### config.mk
export PLATFORM = sky130hd
export DESIGN_NAME = lkd_lock_detector
export DESIGN_NICKNAME = d
export VERILOG_FILES = /design/src/core/lkd_pkg.sv /design/src/core/lkd_axi_slave.sv /design/src/core/lkd_period_counter.sv /design/src/core/lkd_lock_detector.sv
export SDC_FILE = /design/constraint.sdc
export NUM_CORES = 1
export LEC_CHECK = 0
export BUFFER_PORTS_ARGS = -buffer_cell sky130_fd_sc_hd__buf_2
export CORE_ASPECT_RATIO = 1.25
export CORE_MARGIN = 10
export CORE_UTILIZATION = 45
export DETAILED_ROUTE_END_ITERATION = 10
export GPL_ROUTABILITY_DRIVEN = 0
export GPL_TIMING_DRIVEN = 1
export HOLD_SLACK_MARGIN = 0.03
export PLACE_DENSITY = 0.76
export SKIP_CTS_REPAIR_TIMING = 1
export SLEW_MARGIN = 20
export SYNTH_ARGS = -nofsm -noshare
export SYNTH_HDL_FRONTEND = slang
export SYNTH_SLANG_ARGS = --single-unit
### constraint.sdc
create_clock -name sys_clk -period 1.95 [get_ports sys_clk]
set_input_delay 0.195 -clock sys_clk [delete_from_list [all_inputs] [get_ports sys_clk]]
set_output_delay 0.195 -clock sys_clk [all_outputs]
set_load 0.02 [all_outputs]
### src/core/lkd_pkg.sv
// Constants, types and register map of the lock detector configuration block.
// Assumes a 50 MHz sys_clk and an AXI4-Lite master with 32-bit data.
// Functional notes
// - Bit 14 enables false lock detection
// - False lock overflow forces false lock state
// - Bit 13 picks stepped or continuous sweep
// - Bits 12-9 set verify length
// - Continuous: bits 8-5 count forced sweep
// - Stepped: bits 8-5 count sweep-enabled computes
// - Bit 4 picks host or machine control
// - Host control ignores accumulator rollover
// - Host control: stop each period, await restart
// - Bit 3 selects track or acquisition set
// - Bit 2 drives lock status bit
// - Host-to-machine switch with bit 2 locks
// - Bit 0 gates sweep into lag path
// - False lock only in verify, track set
package lkd_pkg;

	// ----------------------------------------
	// Register map
	// ----------------------------------------
	localparam logic [7:0] LKD_IDX_CONFIG = 8'h17;
	localparam logic [7:0] LKD_IDX_STATE = 8'h18;
	localparam logic [7:0] LKD_IDX_CMD = 8'h19;
	localparam logic [9:0] LKD_ADDR_CONFIG = {LKD_IDX_CONFIG, 2'b00};
	localparam logic [9:0] LKD_ADDR_STATE = {LKD_IDX_STATE, 2'b00};
	localparam logic [9:0] LKD_ADDR_CMD = {LKD_IDX_CMD, 2'b00};
	localparam logic [15:0] LKD_CONFIG_RESET = 16'h0000;

	// ----------------------------------------
	// Field positions
	// ----------------------------------------
	localparam int LKD_BIT_FALSE_EN = 14;
	localparam int LKD_BIT_CONT_SWEEP = 13;
	localparam int LKD_VERIFY_MSB = 12;
	localparam int LKD_VERIFY_LSB = 9;
	localparam int LKD_SWEEP_MSB = 8;
	localparam int LKD_SWEEP_LSB = 5;
	localparam int LKD_BIT_MACHINE = 4;
	localparam int LKD_BIT_ACQ_SEL = 3;
	localparam int LKD_BIT_HOST_LOCK = 2;
	localparam int LKD_BIT_HOST_SWEEP = 0;
	localparam int LKD_BIT_CMD_RESTART = 0;
	localparam logic [15:0] LKD_CONFIG_MASK = 16'h7ffd;

	// ----------------------------------------
	// Types
	// ----------------------------------------
	typedef enum logic [2:0] {
		LKD_ACQUIRE,
		LKD_VERIFY,
		LKD_LOCKED,
		LKD_FALSE_LOCK,
		LKD_HOST_RUN,
		LKD_HOST_STOP
	} lkd_state_t;

endpackage

### src/core/lkd_axi_slave.sv
// AXI4-Lite slave holding the configuration word and a restart command.
// Assumes a master that keeps one write and one read at a time.
module lkd_axi_slave
	import lkd_pkg::*;
(
	input wire logic sys_clk,
	input wire logic reset,
	input wire logic [9:0] s_axi_awaddr,
	input wire logic s_axi_awvalid,
	output logic s_axi_awready,
	input wire logic [31:0] s_axi_wdata,
	input wire logic [3:0] s_axi_wstrb,
	input wire logic s_axi_wvalid,
	output logic s_axi_wready,
	output logic [1:0] s_axi_bresp,
	output logic s_axi_bvalid,
	input wire logic s_axi_bready,
	input wire logic [9:0] s_axi_araddr,
	input wire logic s_axi_arvalid,
	output logic s_axi_arready,
	output logic [31:0] s_axi_rdata,
	output logic [1:0] s_axi_rresp,
	output logic s_axi_rvalid,
	input wire logic s_axi_rready,
	input wire logic [31:0] stateWord,
	output logic [15:0] configWord,
	output logic restartPulse
);

	logic awHeld_ff;
	logic wHeld_ff;
	logic [9:0] awAddr_ff;
	logic [31:0] wData_ff;
	logic [3:0] wStrb_ff;
	logic [15:0] config_ff;
	logic bValid_ff;
	logic [1:0] bResp_ff;
	logic rValid_ff;
	logic [31:0] rData_ff;
	logic [1:0] rResp_ff;
	logic restart_ff;
	logic doWrite;

	assign s_axi_awready = !awHeld_ff && !bValid_ff;
	assign s_axi_wready = !wHeld_ff && !bValid_ff;
	assign s_axi_arready = !rValid_ff;
	assign doWrite = awHeld_ff && wHeld_ff && !bValid_ff;
	assign s_axi_bvalid = bValid_ff;
	assign s_axi_bresp = bResp_ff;
	assign s_axi_rvalid = rValid_ff;
	assign s_axi_rdata = rData_ff;
	assign s_axi_rresp = rResp_ff;
	assign configWord = config_ff;
	assign restartPulse = restart_ff;

	// ----------------------------------------
	// Write address and data capture
	// ----------------------------------------
	always_ff @(posedge sys_clk) begin
		if (reset) begin
			awHeld_ff <= 1'b0;
			awAddr_ff <= 10'h000;
		end else if (s_axi_awvalid && s_axi_awready) begin
			awHeld_ff <= 1'b1;
			awAddr_ff <= s_axi_awaddr;
		end else if (doWrite) begin
			awHeld_ff <= 1'b0;
		end
	end

	always_ff @(posedge sys_clk) begin
		if (reset) begin
			wHeld_ff <= 1'b0;
			wData_ff <= 32'h0000_0000;
			wStrb_ff <= 4'h0;
		end else if (s_axi_wvalid && s_axi_wready) begin
			wHeld_ff <= 1'b1;
			wData_ff <= s_axi_wdata;
			wStrb_ff <= s_axi_wstrb;
		end else if (doWrite) begin
			wHeld_ff <= 1'b0;
		end
	end

	// ----------------------------------------
	// Register update and response
	// ----------------------------------------
	always_ff @(posedge sys_clk) begin
		if (reset) begin
			config_ff <= LKD_CONFIG_RESET;
		end else if (doWrite && awAddr_ff[9:2] == LKD_IDX_CONFIG) begin
			// Upper half dropped; reserved bits 15 and 1 held at zero
			if (wStrb_ff[0]) config_ff[7:0] <= wData_ff[7:0] & LKD_CONFIG_MASK[7:0];
			if (wStrb_ff[1]) config_ff[15:8] <= wData_ff[15:8] & LKD_CONFIG_MASK[15:8];
		end
	end

	always_ff @(posedge sys_clk) begin
		if (reset) begin
			restart_ff <= 1'b0;
		end else begin
			restart_ff <= doWrite && awAddr_ff[9:2] == LKD_IDX_CMD && wStrb_ff[0]
				&& wData_ff[LKD_BIT_CMD_RESTART];
		end
	end

	always_ff @(posedge sys_clk) begin
		if (reset) begin
			bValid_ff <= 1'b0;
			bResp_ff <= 2'b00;
		end else if (doWrite) begin
			bValid_ff <= 1'b1;
			bResp_ff <= (awAddr_ff[9:2] == LKD_IDX_CONFIG || awAddr_ff[9:2] == LKD_IDX_CMD)
				? 2'b00 : 2'b10;
		end else if (s_axi_bready) begin
			bValid_ff <= 1'b0;
		end
	end

	// ----------------------------------------
	// Read channel
	// ----------------------------------------
	always_ff @(posedge sys_clk) begin
		if (reset) begin
			rValid_ff <= 1'b0;
			rData_ff <= 32'h0000_0000;
			rResp_ff <= 2'b00;
		end else if (s_axi_arvalid && s_axi_arready) begin
			rValid_ff <= 1'b1;
			if (s_axi_araddr[9:2] == LKD_IDX_STATE) begin
				rData_ff <= stateWord;
				rResp_ff <= 2'b00;
			end else begin
				rData_ff <= 32'h0000_0000;
				rResp_ff <= 2'b10;
			end
		end else if (s_axi_rready) begin
			rValid_ff <= 1'b0;
		end
	end

endmodule

### src/core/lkd_period_counter.sv
// Down counter of integration periods or compute cycles.
// Assumes load and tick are same-clock single-cycle strobes.
module lkd_period_counter #(
	parameter int WIDTH = 4
) (
	input wire logic sys_clk,
	input wire logic reset,
	input wire logic load,
	input wire logic [WIDTH-1:0] loadValue,
	input wire logic tick,
	output logic [WIDTH-1:0] count,
	output logic zero
);

	logic [WIDTH-1:0] count_ff;

	always_ff @(posedge sys_clk) begin
		if (reset) begin
			count_ff <= '0;
		end else if (load) begin
			count_ff <= loadValue;
		end else if (tick && count_ff != '0) begin
			count_ff <= count_ff - 1'b1;
		end
	end

	assign count = count_ff;
	assign zero = (count_ff == '0);

endmodule

### src/core/lkd_lock_detector.sv
// Lock detector acquisition state machine with its configuration word.
// Assumes period end, lock, false lock overflow and compute strobes
// come from same-clock accumulator logic as one-cycle pulses.
//
// The AXI4-Lite register port was left to the implementer.
module lkd_lock_detector
	import lkd_pkg::*;
#(
	parameter int CNT_WIDTH = 4
) (
	input wire logic sys_clk,
	input wire logic reset,
	input wire logic [9:0] s_axi_awaddr,
	input wire logic s_axi_awvalid,
	output logic s_axi_awready,
	input wire logic [31:0] s_axi_wdata,
	input wire logic [3:0] s_axi_wstrb,
	input wire logic s_axi_wvalid,
	output logic s_axi_wready,
	output logic [1:0] s_axi_bresp,
	output logic s_axi_bvalid,
	input wire logic s_axi_bready,
	input wire logic [9:0] s_axi_araddr,
	input wire logic s_axi_arvalid,
	output logic s_axi_arready,
	output logic [31:0] s_axi_rdata,
	output logic [1:0] s_axi_rresp,
	output logic s_axi_rvalid,
	input wire logic s_axi_rready,
	input wire logic periodEnd,
	input wire logic carrierLock,
	input wire logic lockRollover,
	input wire logic falseOverflow,
	input wire logic computeTick,
	output logic accumRun,
	output logic acqParamSel,
	output logic falseAccumEnable,
	output logic sweepRun,
	output logic lagSweepEnable,
	output logic lock_indication_output_bit
);

	logic [15:0] configWord;
	logic restartPulse;
	logic [31:0] stateWord;
	lkd_state_t state_ff;
	lkd_state_t nxt_state;
	logic machine_ff;
	logic [CNT_WIDTH-1:0] verifyCount;
	logic verifyZero;
	logic [CNT_WIDTH-1:0] sweepCount;
	logic sweepZero;
	logic sweepLoad;
	logic sweepTick;
	logic verifyLoad;
	logic verifyStep;
	logic sweepStep;
	logic stepSweep_ff;
	logic accumRun_ff;
	logic acqSel_ff;
	logic falseEn_ff;
	logic sweepRun_ff;
	logic lagSweep_ff;
	logic lockBit_ff;

	// ----------------------------------------
	// Configuration fields
	// ----------------------------------------
	logic falseEnable;
	logic contSweep;
	logic machineCtl;
	logic hostAcq;
	logic hostLock;
	logic hostSweep;
	logic [CNT_WIDTH-1:0] verifyLen;
	logic [CNT_WIDTH-1:0] sweepLen;

	assign falseEnable = configWord[LKD_BIT_FALSE_EN];
	assign contSweep = configWord[LKD_BIT_CONT_SWEEP];
	assign machineCtl = configWord[LKD_BIT_MACHINE];
	assign hostAcq = configWord[LKD_BIT_ACQ_SEL];
	assign hostLock = configWord[LKD_BIT_HOST_LOCK];
	assign hostSweep = configWord[LKD_BIT_HOST_SWEEP];
	assign verifyLen = configWord[LKD_VERIFY_MSB:LKD_VERIFY_LSB];
	assign sweepLen = configWord[LKD_SWEEP_MSB:LKD_SWEEP_LSB];

	// ----------------------------------------
	// Decode helpers
	// ----------------------------------------
	// States in which the sweep block runs on the acquisition set
	function automatic logic sweepState(input lkd_state_t s);
		sweepState = (s == LKD_ACQUIRE) || (s == LKD_FALSE_LOCK);
	endfunction

	// Count ends at zero, or at one with a tick pending
	function automatic logic lastTick(input logic isZero, input logic tick,
		input logic [CNT_WIDTH-1:0] cnt);
		lastTick = isZero || (tick && cnt == CNT_WIDTH'(1));
	endfunction

	lkd_axi_slave u_axi (
		.sys_clk(sys_clk),
		.reset(reset),
		.s_axi_awaddr(s_axi_awaddr),
		.s_axi_awvalid(s_axi_awvalid),
		.s_axi_awready(s_axi_awready),
		.s_axi_wdata(s_axi_wdata),
		.s_axi_wstrb(s_axi_wstrb),
		.s_axi_wvalid(s_axi_wvalid),
		.s_axi_wready(s_axi_wready),
		.s_axi_bresp(s_axi_bresp),
		.s_axi_bvalid(s_axi_bvalid),
		.s_axi_bready(s_axi_bready),
		.s_axi_araddr(s_axi_araddr),
		.s_axi_arvalid(s_axi_arvalid),
		.s_axi_arready(s_axi_arready),
		.s_axi_rdata(s_axi_rdata),
		.s_axi_rresp(s_axi_rresp),
		.s_axi_rvalid(s_axi_rvalid),
		.s_axi_rready(s_axi_rready),
		.stateWord(stateWord),
		.configWord(configWord),
		.restartPulse(restartPulse)
	);

	// ----------------------------------------
	// Counters
	// ----------------------------------------
	assign verifyLoad = (state_ff == LKD_ACQUIRE) && (nxt_state == LKD_VERIFY);
	assign sweepLoad = (state_ff != LKD_FALSE_LOCK) && (nxt_state == LKD_FALSE_LOCK);
	// Continuous counts integration periods, stepped counts computes
	assign sweepTick = contSweep ? periodEnd : computeTick;
	assign verifyStep = periodEnd && state_ff == LKD_VERIFY;
	assign sweepStep = sweepTick && state_ff == LKD_FALSE_LOCK;

	lkd_period_counter #(.WIDTH(CNT_WIDTH)) u_verify (
		.sys_clk(sys_clk),
		.reset(reset),
		.load(verifyLoad),
		.loadValue(verifyLen),
		.tick(verifyStep),
		.count(verifyCount),
		.zero(verifyZero)
	);

	lkd_period_counter #(.WIDTH(CNT_WIDTH)) u_sweep (
		.sys_clk(sys_clk),
		.reset(reset),
		.load(sweepLoad),
		.loadValue(sweepLen),
		.tick(sweepStep),
		.count(sweepCount),
		.zero(sweepZero)
	);

	always_ff @(posedge sys_clk) begin
		if (reset) begin
			stepSweep_ff <= 1'b0;
		end else if (sweepLoad) begin
			stepSweep_ff <= !contSweep;
		end
	end

	// ----------------------------------------
	// Control owner tracking
	// ----------------------------------------
	always_ff @(posedge sys_clk) begin
		if (reset) begin
			machine_ff <= 1'b0;
		end else begin
			machine_ff <= machineCtl;
		end
	end

	// ----------------------------------------
	// State machine
	// ----------------------------------------
	always_comb begin
		nxt_state = state_ff;
		if (!machineCtl) begin
			// Host owns the loop: run a period, then hold until restart
			case (state_ff)
				LKD_HOST_RUN: begin
					if (periodEnd) nxt_state = LKD_HOST_STOP;
				end
				LKD_HOST_STOP: begin
					if (restartPulse) nxt_state = LKD_HOST_RUN;
				end
				default: nxt_state = LKD_HOST_RUN;
			endcase
		end else if (!machine_ff) begin
			// Hand-over from host: entry picked by host lock bit
			nxt_state = hostLock ? LKD_LOCKED : LKD_ACQUIRE;
		end else begin
			case (state_ff)
				LKD_ACQUIRE: begin
					if (periodEnd && carrierLock) nxt_state = LKD_VERIFY;
				end
				LKD_VERIFY: begin
					// Overflow beats lock loss, lock loss beats declare
					if (falseEnable && falseOverflow) begin
						nxt_state = LKD_FALSE_LOCK;
					end else if (periodEnd && !carrierLock) begin
						nxt_state = LKD_ACQUIRE;
					end else if (lastTick(verifyZero, periodEnd, verifyCount)) begin
						nxt_state = LKD_LOCKED;
					end
				end
				LKD_LOCKED: begin
					if (periodEnd && !carrierLock) nxt_state = LKD_ACQUIRE;
				end
				LKD_FALSE_LOCK: begin
					if (lastTick(sweepZero, sweepTick, sweepCount)) begin
						nxt_state = LKD_ACQUIRE;
					end
				end
				default: nxt_state = LKD_ACQUIRE;
			endcase
		end
	end

	always_ff @(posedge sys_clk) begin
		if (reset) begin
			state_ff <= LKD_HOST_RUN;
		end else begin
			state_ff <= nxt_state;
		end
	end

	// ----------------------------------------
	// Registered outputs
	// ----------------------------------------
	// Accumulator halts only in host stop
	always_ff @(posedge sys_clk) begin
		if (reset) begin
			accumRun_ff <= 1'b0;
		end else begin
			accumRun_ff <= nxt_state != LKD_HOST_STOP;
		end
	end

	// Host picks the set; verify always runs on track
	always_ff @(posedge sys_clk) begin
		if (reset) begin
			acqSel_ff <= 1'b0;
		end else if (machineCtl) begin
			acqSel_ff <= sweepState(nxt_state);
		end else begin
			acqSel_ff <= hostAcq;
		end
	end

	always_ff @(posedge sys_clk) begin
		if (reset) begin
			falseEn_ff <= 1'b0;
		end else begin
			falseEn_ff <= machineCtl && falseEnable && nxt_state == LKD_VERIFY;
		end
	end

	always_ff @(posedge sys_clk) begin
		if (reset) begin
			sweepRun_ff <= 1'b0;
		end else if (machineCtl) begin
			sweepRun_ff <= sweepState(nxt_state);
		end else begin
			sweepRun_ff <= hostSweep;
		end
	end

	// Machine sweeps the lag path only in stepped false lock
	always_ff @(posedge sys_clk) begin
		if (reset) begin
			lagSweep_ff <= 1'b0;
		end else if (machineCtl) begin
			lagSweep_ff <= nxt_state == LKD_FALSE_LOCK
				&& (sweepLoad ? !contSweep : stepSweep_ff);
		end else begin
			lagSweep_ff <= hostSweep;
		end
	end

	always_ff @(posedge sys_clk) begin
		if (reset) begin
			lockBit_ff <= 1'b0;
		end else if (machineCtl) begin
			lockBit_ff <= nxt_state == LKD_LOCKED;
		end else begin
			lockBit_ff <= hostLock;
		end
	end

	assign accumRun = accumRun_ff;
	assign acqParamSel = acqSel_ff;
	assign falseAccumEnable = falseEn_ff;
	assign sweepRun = sweepRun_ff;
	assign lagSweepEnable = lagSweep_ff;
	assign lock_indication_output_bit = lockBit_ff;

	// ----------------------------------------
	// Readback status word
	// ----------------------------------------
	// Bit 3 spare; counts above the state code
	localparam int STATUS_PAD = 28 - 2 * CNT_WIDTH;
	assign stateWord = {STATUS_PAD'(0), sweepCount, verifyCount, 1'b0, 3'(state_ff)};

endmodule

==> run metrics, run 1 <==
number of remaining DRC errors 0; Die ar. 11140 um2; CP Depth 6; Final HPWL DP 5.744 mm; Final Total Pwr 3.237 mW; Slowest cell on crit path a311o_2; Synth warnings 0; layout cell share with drive strength beyond 1 0.2930; worst path cell trace mux2_4 > a311o_2 > o211ai_2 > nand4bb_4 > or3_1 > a21oi_1; crit-path leading delay family compound AO/OA/AOI/OAI gates; Slew HR 0.6563; CTS clk-pin slew, worst paths 0.08 ns; initial antenna violation count 0; antenna diode count 0; static leakage 1.648 nW; Clock Skew 0.008935 ns; fin cells 561; top_reg_cell synth dfxtp_1; Reg area 1510 um2; Tmin final 1.939 ns; Inserted Clock Buffers 9; vias in the first global route 2816; total track usage 0.1336; NumNets Final 538; Mapped Avg Cell Area 8.450 um2; slowest stage delay, CP 0.41 ns; Slew Limit Fails 0; Critical path buffers and inverters 0; Critical Path AT 2.23 ns; Worst setup SP type flip-flop; crit path kind flip-flop to flip-flop; worst r2r src u_axi.configWord[13]; final wirelength 7.566 mm; Pwr Density 802.9 nW/um2; vias 2791; Required @ worst endpoint 2.24 ns; HP Class input pin to flip-flop; Max Root-Sink Buffers 2; register area share after synthesis 0.4568; CP Max Fanout 11; Die X 96.44 um; Synth async-reset ratio 0; crit share post-route 0.9943; max_cap viols 0; wire per inst 13.49 um; worst r2r dst stepSweep_ff; total core area 7019 um2; filler cell count 656; drt via density 4.975; area of the mapped netlist 3287 um2; clock root cell clkbuf_8; largest net degree at the start of global routing 29; slew of the pin with the lowest slew margin 0.5142 ns; multi-input logic area 1649 um2; initial detailed-routing violation count 103; Post-Syn Instances 389; Worst Hold End u_axi.awAddr_ff[6]; final setup violation count 0; hold depth 3; initial core utilization 0.4683; dpl cells 544; H-tree Lvls 3; FP Rows 34; CP endpoint kind flip-flop; GRT overflow 0; number of synthesized register bits 75; # IOs 115; area leader, netlist dfxtp_1; outcome finished, final reports clean; Yosys top cell area share 0.4568; Clock Sinks 75; Layout area overhead 22.65%; hold path start s_axi_awaddr[6]; CTS tree built; Worst-Skew Late Latency 0.35 ns; top post-synthesis cells by area dfxtp_1 46%, nand2_1 9.5%, a21oi_1 7.2%; achievable frequency 0.5158 GHz; ANT nets after route 0; final hold slack 0.07689 ns; FF-to-FF setup slack 0.01 ns; Post-synth EDFFs 0; RSZ-0062 raised after global routing true; Fin. Hold Viols 0; R2R depth 6; Chip Height 115.6 um; first-pass GRT wire length 12.21 mm; Distinct cells, synth 54; Peak VDD IR 0.0005898 V; 1st-pass router iterations 4; number of port buffers 66
==> through the flow <==
stage	setup slack, ns	cell area [um2]	setup TNS [ns]	utilization
final	0.01116	4031	0	0.5743
after global routing	-0.05294	4031	-0.1937	0.5743
after CTS	-0.09096	3920	-0.3594	0.5585
after detailed placement	-0.07946	3692	-0.2520	0.5260
after global placement	0.008454	3692	0	0.5260
after floorplan	0.005859	3369	0	-
==> synthesized netlist by cell type, types with 4 or more instances <==
| cell | instances |
|---|---|
| ha_1 | 4 |
| buf_4 | 23 |
| xor2_1 | 4 |
| inv_1 | 13 |
| a21oi_1 | 47 |
| nand2_1 | 83 |
| mux2i_1 | 4 |
| nor2_1 | 27 |
| o21ai_0 | 7 |
| dfxtp_1 | 75 |
| nor3_1 | 5 |
| nand3_1 | 15 |
| a22oi_1 | 11 |
| clkbuf_1 | 13 |
==> worst register-to-register path: cells and delay by family (launching register included) <==
kind             cells  cell delay [ns]
AO/OA/AOI/OAI        3             0.64
flip-flops           1             0.34
multiplexers         1             0.31
AND/OR/NAND/NOR      2             0.57
==> power by group <==
| part | total (mW) | switching (mW) | internal (mW) |
|---|---|---|---|
| Clock | 1.35 | 0.565 | 0.789 |
| Combinational | 0.273 | 0.180 | 0.0928 |
| Sequential | 1.61 | 0.0329 | 1.58 |
==> cell usage in the layout, fill, tap and decap left out, types with 4 or more instances in the layout <==
master	instances
clkbuf_8	11
conb_1	23
xor2_1	4
nand3_1	15
nor2_1	27
a22oi_1	11
buf_4	19
dfxtp_1	68
a21oi_1	44
dfxtp_2	7
inv_1	10
buf_2	66
nand2_1	83
mux2i_1	4
o21ai_0	7
nor3_1	5
==> sequential cells by signal (all words and copies together) (netlist names), 2 cells and up <==
| register | flops |
|---|---|
| u_axi.configWord | 14 |
| u_axi.wData_ff | 14 |
| u_axi.s_axi_rdata | 11 |
| u_axi.awAddr_ff | 8 |
| u_sweep.count | 4 |
| u_verify.count | 4 |
| state_ff | 3 |
| u_axi.wStrb_ff | 2 |
==> logic make-up after synthesis <==
logic type	Yosys count	share of synthesized area
other	1	0.001141
DFF	75	0.4568
muxes	5	0.01675
adders and majority gates	4	0.01523
xor gates and xnor gates	6	0.01599
AOI/OAI and AO/OA	89	0.1782
buffers and inverters	55	0.09479
and+or+nand+nor	154	0.2212
==> routing by layer <==
layer / track usage / part of all wire / vias up
li1: - / - / 1440
met1: 0.1525 / 0.43 / 1262
met2: 0.2165 / 0.47 / 74
met3: 0.04401 / 0.077 / 15
met4: 0.06796 / 0.022 / 0
met5: 0 / 0 / -
==> worst max path at each step <==
stage	to	startpoint	slack, ns
floorplan	lagSweepEnable	u_sweep.count[0]	0.006
global placement	acqParamSel	u_sweep.count[0]	0.008
detailed placement	acqParamSel	u_sweep.count[1]	-0.08
CTS	acqParamSel	u_sweep.count[1]	-0.09
global route	sweepRun	u_verify.count[1]	-0.05
finish	stepSweep_ff	u_axi.configWord[13]	0.01
==> final cells by class <==
type                    count  share of cell area
multi-input cells         281              0.4091
flip-flops and latches     75              0.3746
repair buffers             86              0.1198
clock buffers              12             0.03849
well taps                  90             0.02793
clock inverters             4             0.01800
inverters                  13             0.01210
Note: power is estimated with default switching activity, not from simulation.
==> run 2, diff against run 1 <==
Settings changed: CORE_UTILIZATION 45 to 50, PLACE_DENSITY 0.76 to 0.8.
Clock period 1.95 ns to 2.09 ns, I/O delays scaled along.
==> run 2 against run 1 <==
Against the previous run: register-to-register slack improved by 0.04 ns; worst setup slack improved by 0.037 ns; global-route usage rose by 1.3 points; total power fell by 11%; combinational power fell by 7%; sequential power fell by 7%; hold slack improved by 0.013 ns; clock power fell by 17%; clock skew fell by 0.00073 ns; final area fell by 1.3%; sequential cell count did not move; core utilization rose by 3.9 points.
==> run metrics, run 2 (synthesized netlist as in run 1, its figures left out) <==
number of remaining DRC errors 0 (unchanged); commonest non-fill, non-tap cell in the layout nand2_1; total core area 6482 um2 (-7.6%); Clock Skew 0.008202 ns (-0.0007330 ns); Worst-Skew Late Latency 0.35 ns (about the same); 1st-pass router iterations 4 (unchanged); Fin. Hold Viols 0 (unchanged); Pwr Density 723.3 nW/um2 (-9.9%); antenna diode count 0 (unchanged); slew of the pin with the lowest slew margin 0.5946 ns (+0.08031 ns); Chip Height 110.7 um (-4.2%); final core occ 0.6138 (+0.03945); Die ar. 10240 um2 (-8.1%); HP Class input pin to flip-flop; initial antenna violation count 0 (unchanged); initial detailed-routing violation count 165 (+60%); vias 2885 (+3.4%); static leakage 1.622 nW (-1.6%); filler cell count 575 (-12%); Max Root-Sink Buffers 2 (unchanged); Final HPWL DP 5.726 mm (-0.31%); first-pass GRT wire length 12.75 mm (+4.5%); clock root cell clkbuf_8; achievable frequency 0.4897 GHz (-5.1%); initial core utilization 0.5070 (+0.03877); Peak VDD IR 0.0005759 V (-2.3%); Required @ worst endpoint 2.38 ns (+0.14 ns); Tmin final 2.042 ns (+0.1034 ns); drt via density 5.180 (+4.1%); CTS tree built; ANT nets after route 0 (unchanged); Worst setup SP type flip-flop; CTS clk-pin slew, worst paths 0.08 ns (about the same); Slew HR 0.5994 (-0.05690); Inserted Clock Buffers 9 (unchanged); FP Rows 33 (-2.9%); Critical Path AT 2.33 ns (+0.10 ns); H-tree Lvls 3 (unchanged); Die X 92.52 um (-4.1%); slowest stage delay, CP 0.37 ns (-0.04 ns); Clock Sinks 75 (unchanged); max_cap viols 0 (unchanged); most frequent cells in the layout 82 x nand2_1, 73 x dfxtp_1, 66 x buf_2, 45 x a21oi_1, 26 x nor2_1; total track usage 0.1466 (+0.01294); outcome finished, final reports clean; crit share post-route 0.9771 (-0.01713); NumNets Final 537 (-0.19%); number of port buffers 66 (unchanged); Layout area overhead 21.05%; wire per inst 14.16 um (+5.0%); # IOs 115 (unchanged); worst path cell trace mux2_4 > a311oi_2 > a211oi_2 > buf_4 > buf_4 > a221o_2 > a21oi_1; Slowest cell on crit path dfxtp_1; final hold slack 0.09025 ns (+0.01337 ns); crit path kind flip-flop to flip-flop; CP Max Fanout 4 (-7); largest net degree at the start of global routing 43 (+48%); vias in the first global route 2919 (+3.7%); final setup violation count 0 (unchanged); layout cell share with drive strength beyond 1 0.2723 (-0.02065); most frequent CP cell buf_4; Slew Limit Fails 0 (unchanged); final wirelength 7.886 mm (+4.2%); GRT overflow 0 (unchanged); CP endpoint kind flip-flop
## run 2: cell types whose count changed in the layout (fill, tap and decap cells not counted), moves of 3 or more
cell | previous run | this run
dfxtp_1 | 68 | 73
dfxtp_2 | 7 | 2
ha_1 | 1 | 4
inv_1 | 10 | 13
inv_2 | 3 | 0
## run 2: path summary, 6_finish.rpt
kind	from	end	slack (ns)	cells after the start
setup / recovery	u_axi.configWord[13]	acqParamSel	0.05	7
hold reg to reg	u_axi.configWord[5]	u_axi.configWord[5]	0.46	2
setup reg to reg	u_axi.configWord[13]	acqParamSel	0.05	7
hold / removal	s_axi_awaddr[2]	u_axi.awAddr_ff[2]	0.09	3
## run 2: per-layer routing
metal,vias to the layer above,GRT usage,part of all wire
li1,1441,-,-
met1,1342,0.1624,0.41
met2,94,0.2481,0.50
met3,8,0.05081,0.069
met4,0,0.05876,0.015
met5,-,0,0
## run 2: area by class of cell
| class | count | area (um2) | area share |
|---|---|---|---|
| Tap cell | 87 | 108.9 | 0.02736 |
| Timing Repair Buffer | 84 | 467.9 | 0.1176 |
| Sequential cell | 75 | 1504 | 0.3780 |
| Inverter | 13 | 48.80 | 0.01226 |
| Clock buffer | 11 | 141.4 | 0.03553 |
| Clock inverter | 5 | 61.31 | 0.01541 |
| Multi-Input combinational cell | 282 | 1647 | 0.4138 |
## run 2: power by group
| group | switching (mW) | internal (mW) | total [mW] |
|---|---|---|---|
| Sequential | 0.0310 | 1.47 | 1.50 |
| Combinational | 0.169 | 0.0853 | 0.255 |
| Clock | 0.533 | 0.588 | 1.12 |
| Total | 0.733 | 2.14 | 2.88 |
## run 2: per-stage QoR
step                worst slack, ns  power, mW  cell area [um2]    TNS, ns  instances
CTS                       -0.006176      2.890             3861  -0.006176        553
detailed placement          0.01343      1.781             3659          0        537
floorplan                    0.1384      1.733             3369          0        411
global placement             0.1122      1.774             3659          0        537
global route               -0.05157      2.999             3979    -0.1011        557
finish                      0.04776      2.878             3979          0        557
## run 2: worst max-delay path, delay by kind of cell (launching register included)
family,cells,cell delay [ns]
buffers and inverters,2,0.28
flip-flops,1,0.37
AO/OA/AOI/OAI,4,0.98
multiplexers,1,0.34
==> run 3, diff against run 2 <==
Settings changed: CELL_PAD_IN_SITES_DETAIL_PLACEMENT set to 1, CELL_PAD_IN_SITES_GLOBAL_PLACEMENT set to 1, CORE_UTILIZATION 50 to 36, PLACE_DENSITY 0.8 to unset, PLACE_DENSITY_LB_ADDON set to 0.1.
==> run 3 against run 2 <==
Against the previous run: register-to-register slack got worse by 0.02 ns; maximum frequency shrank 0.86%; routed wire length up 16%; critical path type unchanged; largest cell class unchanged; global-route usage fell by 1.9 points.
==> run metrics, run 3 (synthesized netlist as in run 1, its figures left out) <==
antenna diode count 0 (unchanged); worst r2r src u_verify.count[1]; GRT overflow 0 (unchanged); Worst setup SP type flip-flop; Clock Sinks 75 (unchanged); Die ar. 13380 um2 (+31%); layout cell share with drive strength beyond 1 0.2924 (+0.02003); NumNets Final 540 (+0.56%); Slew HR 0.6077 (+0.008274); fin cells 592 (+6.3%); final core occ 0.4698 (-0.1439); CTS tree built; final setup violation count 0 (unchanged); Slowest cell on crit path dfxtp_2; Final HPWL DP 6.604 mm (+15%); vias 2884 (-0.035%); drt via density 4.872 (-5.9%); max_cap viols 0 (unchanged); wire per inst 15.48 um (+9.3%); # IOs 115 (unchanged); crit-path leading delay family compound AO/OA/AOI/OAI gates; R2R depth 8 (+1); Worst-Skew Late Latency 0.35 ns (about the same); FP Rows 38 (+15%); Pwr Density 756.5 nW/um2 (+4.6%); Layout area overhead 25.73%; initial core utilization 0.3737 (-0.1334); final wirelength 9.165 mm (+16%); DP Area 3722 um2 (+1.7%); ANT nets after route 0 (unchanged); H-tree Lvls 3 (unchanged); achievable frequency 0.4854 GHz (-0.86%); Fin. Hold Viols 0 (unchanged); initial antenna violation count 0 (unchanged); Peak VDD IR 0.0004071 V (-29%); Max Root-Sink Buffers 2 (unchanged); total track usage 0.1274 (-0.01910); worst r2r dst u_sweep.count[0]; Die X 105.5 um (+14%); worst path cell trace inv_4 > ha_4 > a21oi_4 > o41ai_4 > a211oi_2 > nand4bb_4 > buf_6 > o311a_2; number of remaining DRC errors 0 (unchanged); CTS clk-pin slew, worst paths 0.08 ns (about the same); number of port buffers 66 (unchanged); post-route cell area 4133 um2 (+3.9%); outcome finished, final reports clean; slowest stage delay, CP 0.36 ns (about the same); total core area 8796 um2 (+36%); HP Class input pin to flip-flop; crit path kind flip-flop to flip-flop; Required @ worst endpoint 2.34 ns (-0.04 ns); filler cell count 1083 (+88%); Critical path buffers and inverters 2 (unchanged); FF-to-FF setup slack 0.03 ns (-0.02 ns); dpl cells 573 (+6.7%); clock root cell clkbuf_8; slew of the pin with the lowest slew margin 0.5870 ns (-0.007550 ns); CP endpoint kind flip-flop; hold depth 3 (unchanged); vias in the first global route 2973 (+1.8%); crit share post-route 0.9856 (+0.008498); Inserted Clock Buffers 9 (unchanged); 1st-pass router iterations 4 (unchanged); commonest non-fill, non-tap cell in the layout nand2_1; Final Total Pwr 3.126 mW (+8.6%); TNS Setup 0 ns (unchanged); initial detailed-routing violation count 64 (-61%); static leakage 1.670 nW (+3.0%); Slew Limit Fails 0 (unchanged); Clock Skew 0.008337 ns (+0.0001346 ns); most frequent cells in the layout 83 x nand2_1, 71 x dfxtp_1, 66 x buf_2, 43 x a21oi_1, 26 x nor2_1; largest net degree at the start of global routing 43 (unchanged); hold path start s_axi_awaddr[9]; Critical Path AT 2.31 ns (-0.02 ns); Worst Hold End u_axi.awAddr_ff[9]; Tmin final 2.060 ns (+0.01776 ns); Chip Height 126.8 um (+15%); CP Max Fanout 5 (+1); first-pass GRT wire length 14.15 mm (+11%)
## run 3: worst reg2reg max path, delay by kind of cell, from the launching register on
family | cells | cell delay [ns]
compound gates | 4 | 0.90
flops | 1 | 0.36
simple gates | 1 | 0.30
buf+inv | 2 | 0.25
fa+ha+maj | 1 | 0.15
## run 3: how the worst max path moves through the flow
| stage | to | startpoint | depth (start not counted) | slack, ns |
|---|---|---|---|---|
| after floorplan | lagSweepEnable | u_sweep.count[0] | 9 | 0.14 |
| after global placement | acqParamSel | u_verify.count[1] | 8 | 0.09 |
| after detailed placement | acqParamSel | u_verify.count[1] | 8 | 0.03 |
| after CTS | stepSweep_ff | u_verify.count[1] | 8 | -0.0002 |
| after global routing | acqParamSel | u_verify.count[1] | 8 | -0.05 |
| final | u_sweep.count[0] | u_verify.count[1] | 8 | 0.03 |
## run 3: through the flow
stage          hold slack (ns)  worst slack (ns)
5_1_grt                0.07755          -0.05166
2_1_floorplan           0.3080            0.1384
4_1_cts                0.01346        -0.0002436
3_3_place_gp            0.3996           0.08562
6_report               0.08739           0.03000
3_5_place_dp            0.3979           0.02753
## run 3: area by class of cell
cell class | count | area [um2] | area share
Clock inverter | 4 | 98.84 | 0.02392
Sequential cell | 75 | 1506 | 0.3645
Inverter | 13 | 51.30 | 0.01241
Timing Repair Buffer | 87 | 494.2 | 0.1196
Multi-Input combinational cell | 282 | 1690 | 0.4090
Clock buffer | 11 | 141.4 | 0.03421
Tap cell | 120 | 150.1 | 0.03633
## run 3: power breakdown
part / internal, mW / leakage [nW] / switching, mW / total, mW
Sequential: 1.47 / 0.611 / 0.0324 / 1.50
Combinational: 0.0871 / 0.939 / 0.175 / 0.263
Clock: 0.822 / 0.120 / 0.538 / 1.36
## run 3: routing by layer
layer | global-route usage | share of wire | up-vias
li1 | - | - | 1443
met1 | 0.1426 | 0.43 | 1353
met2 | 0.2189 | 0.50 | 70
met3 | 0.03141 | 0.046 | 18
met4 | 0.06553 | 0.027 | 0
met5 | 0 | 0 | -
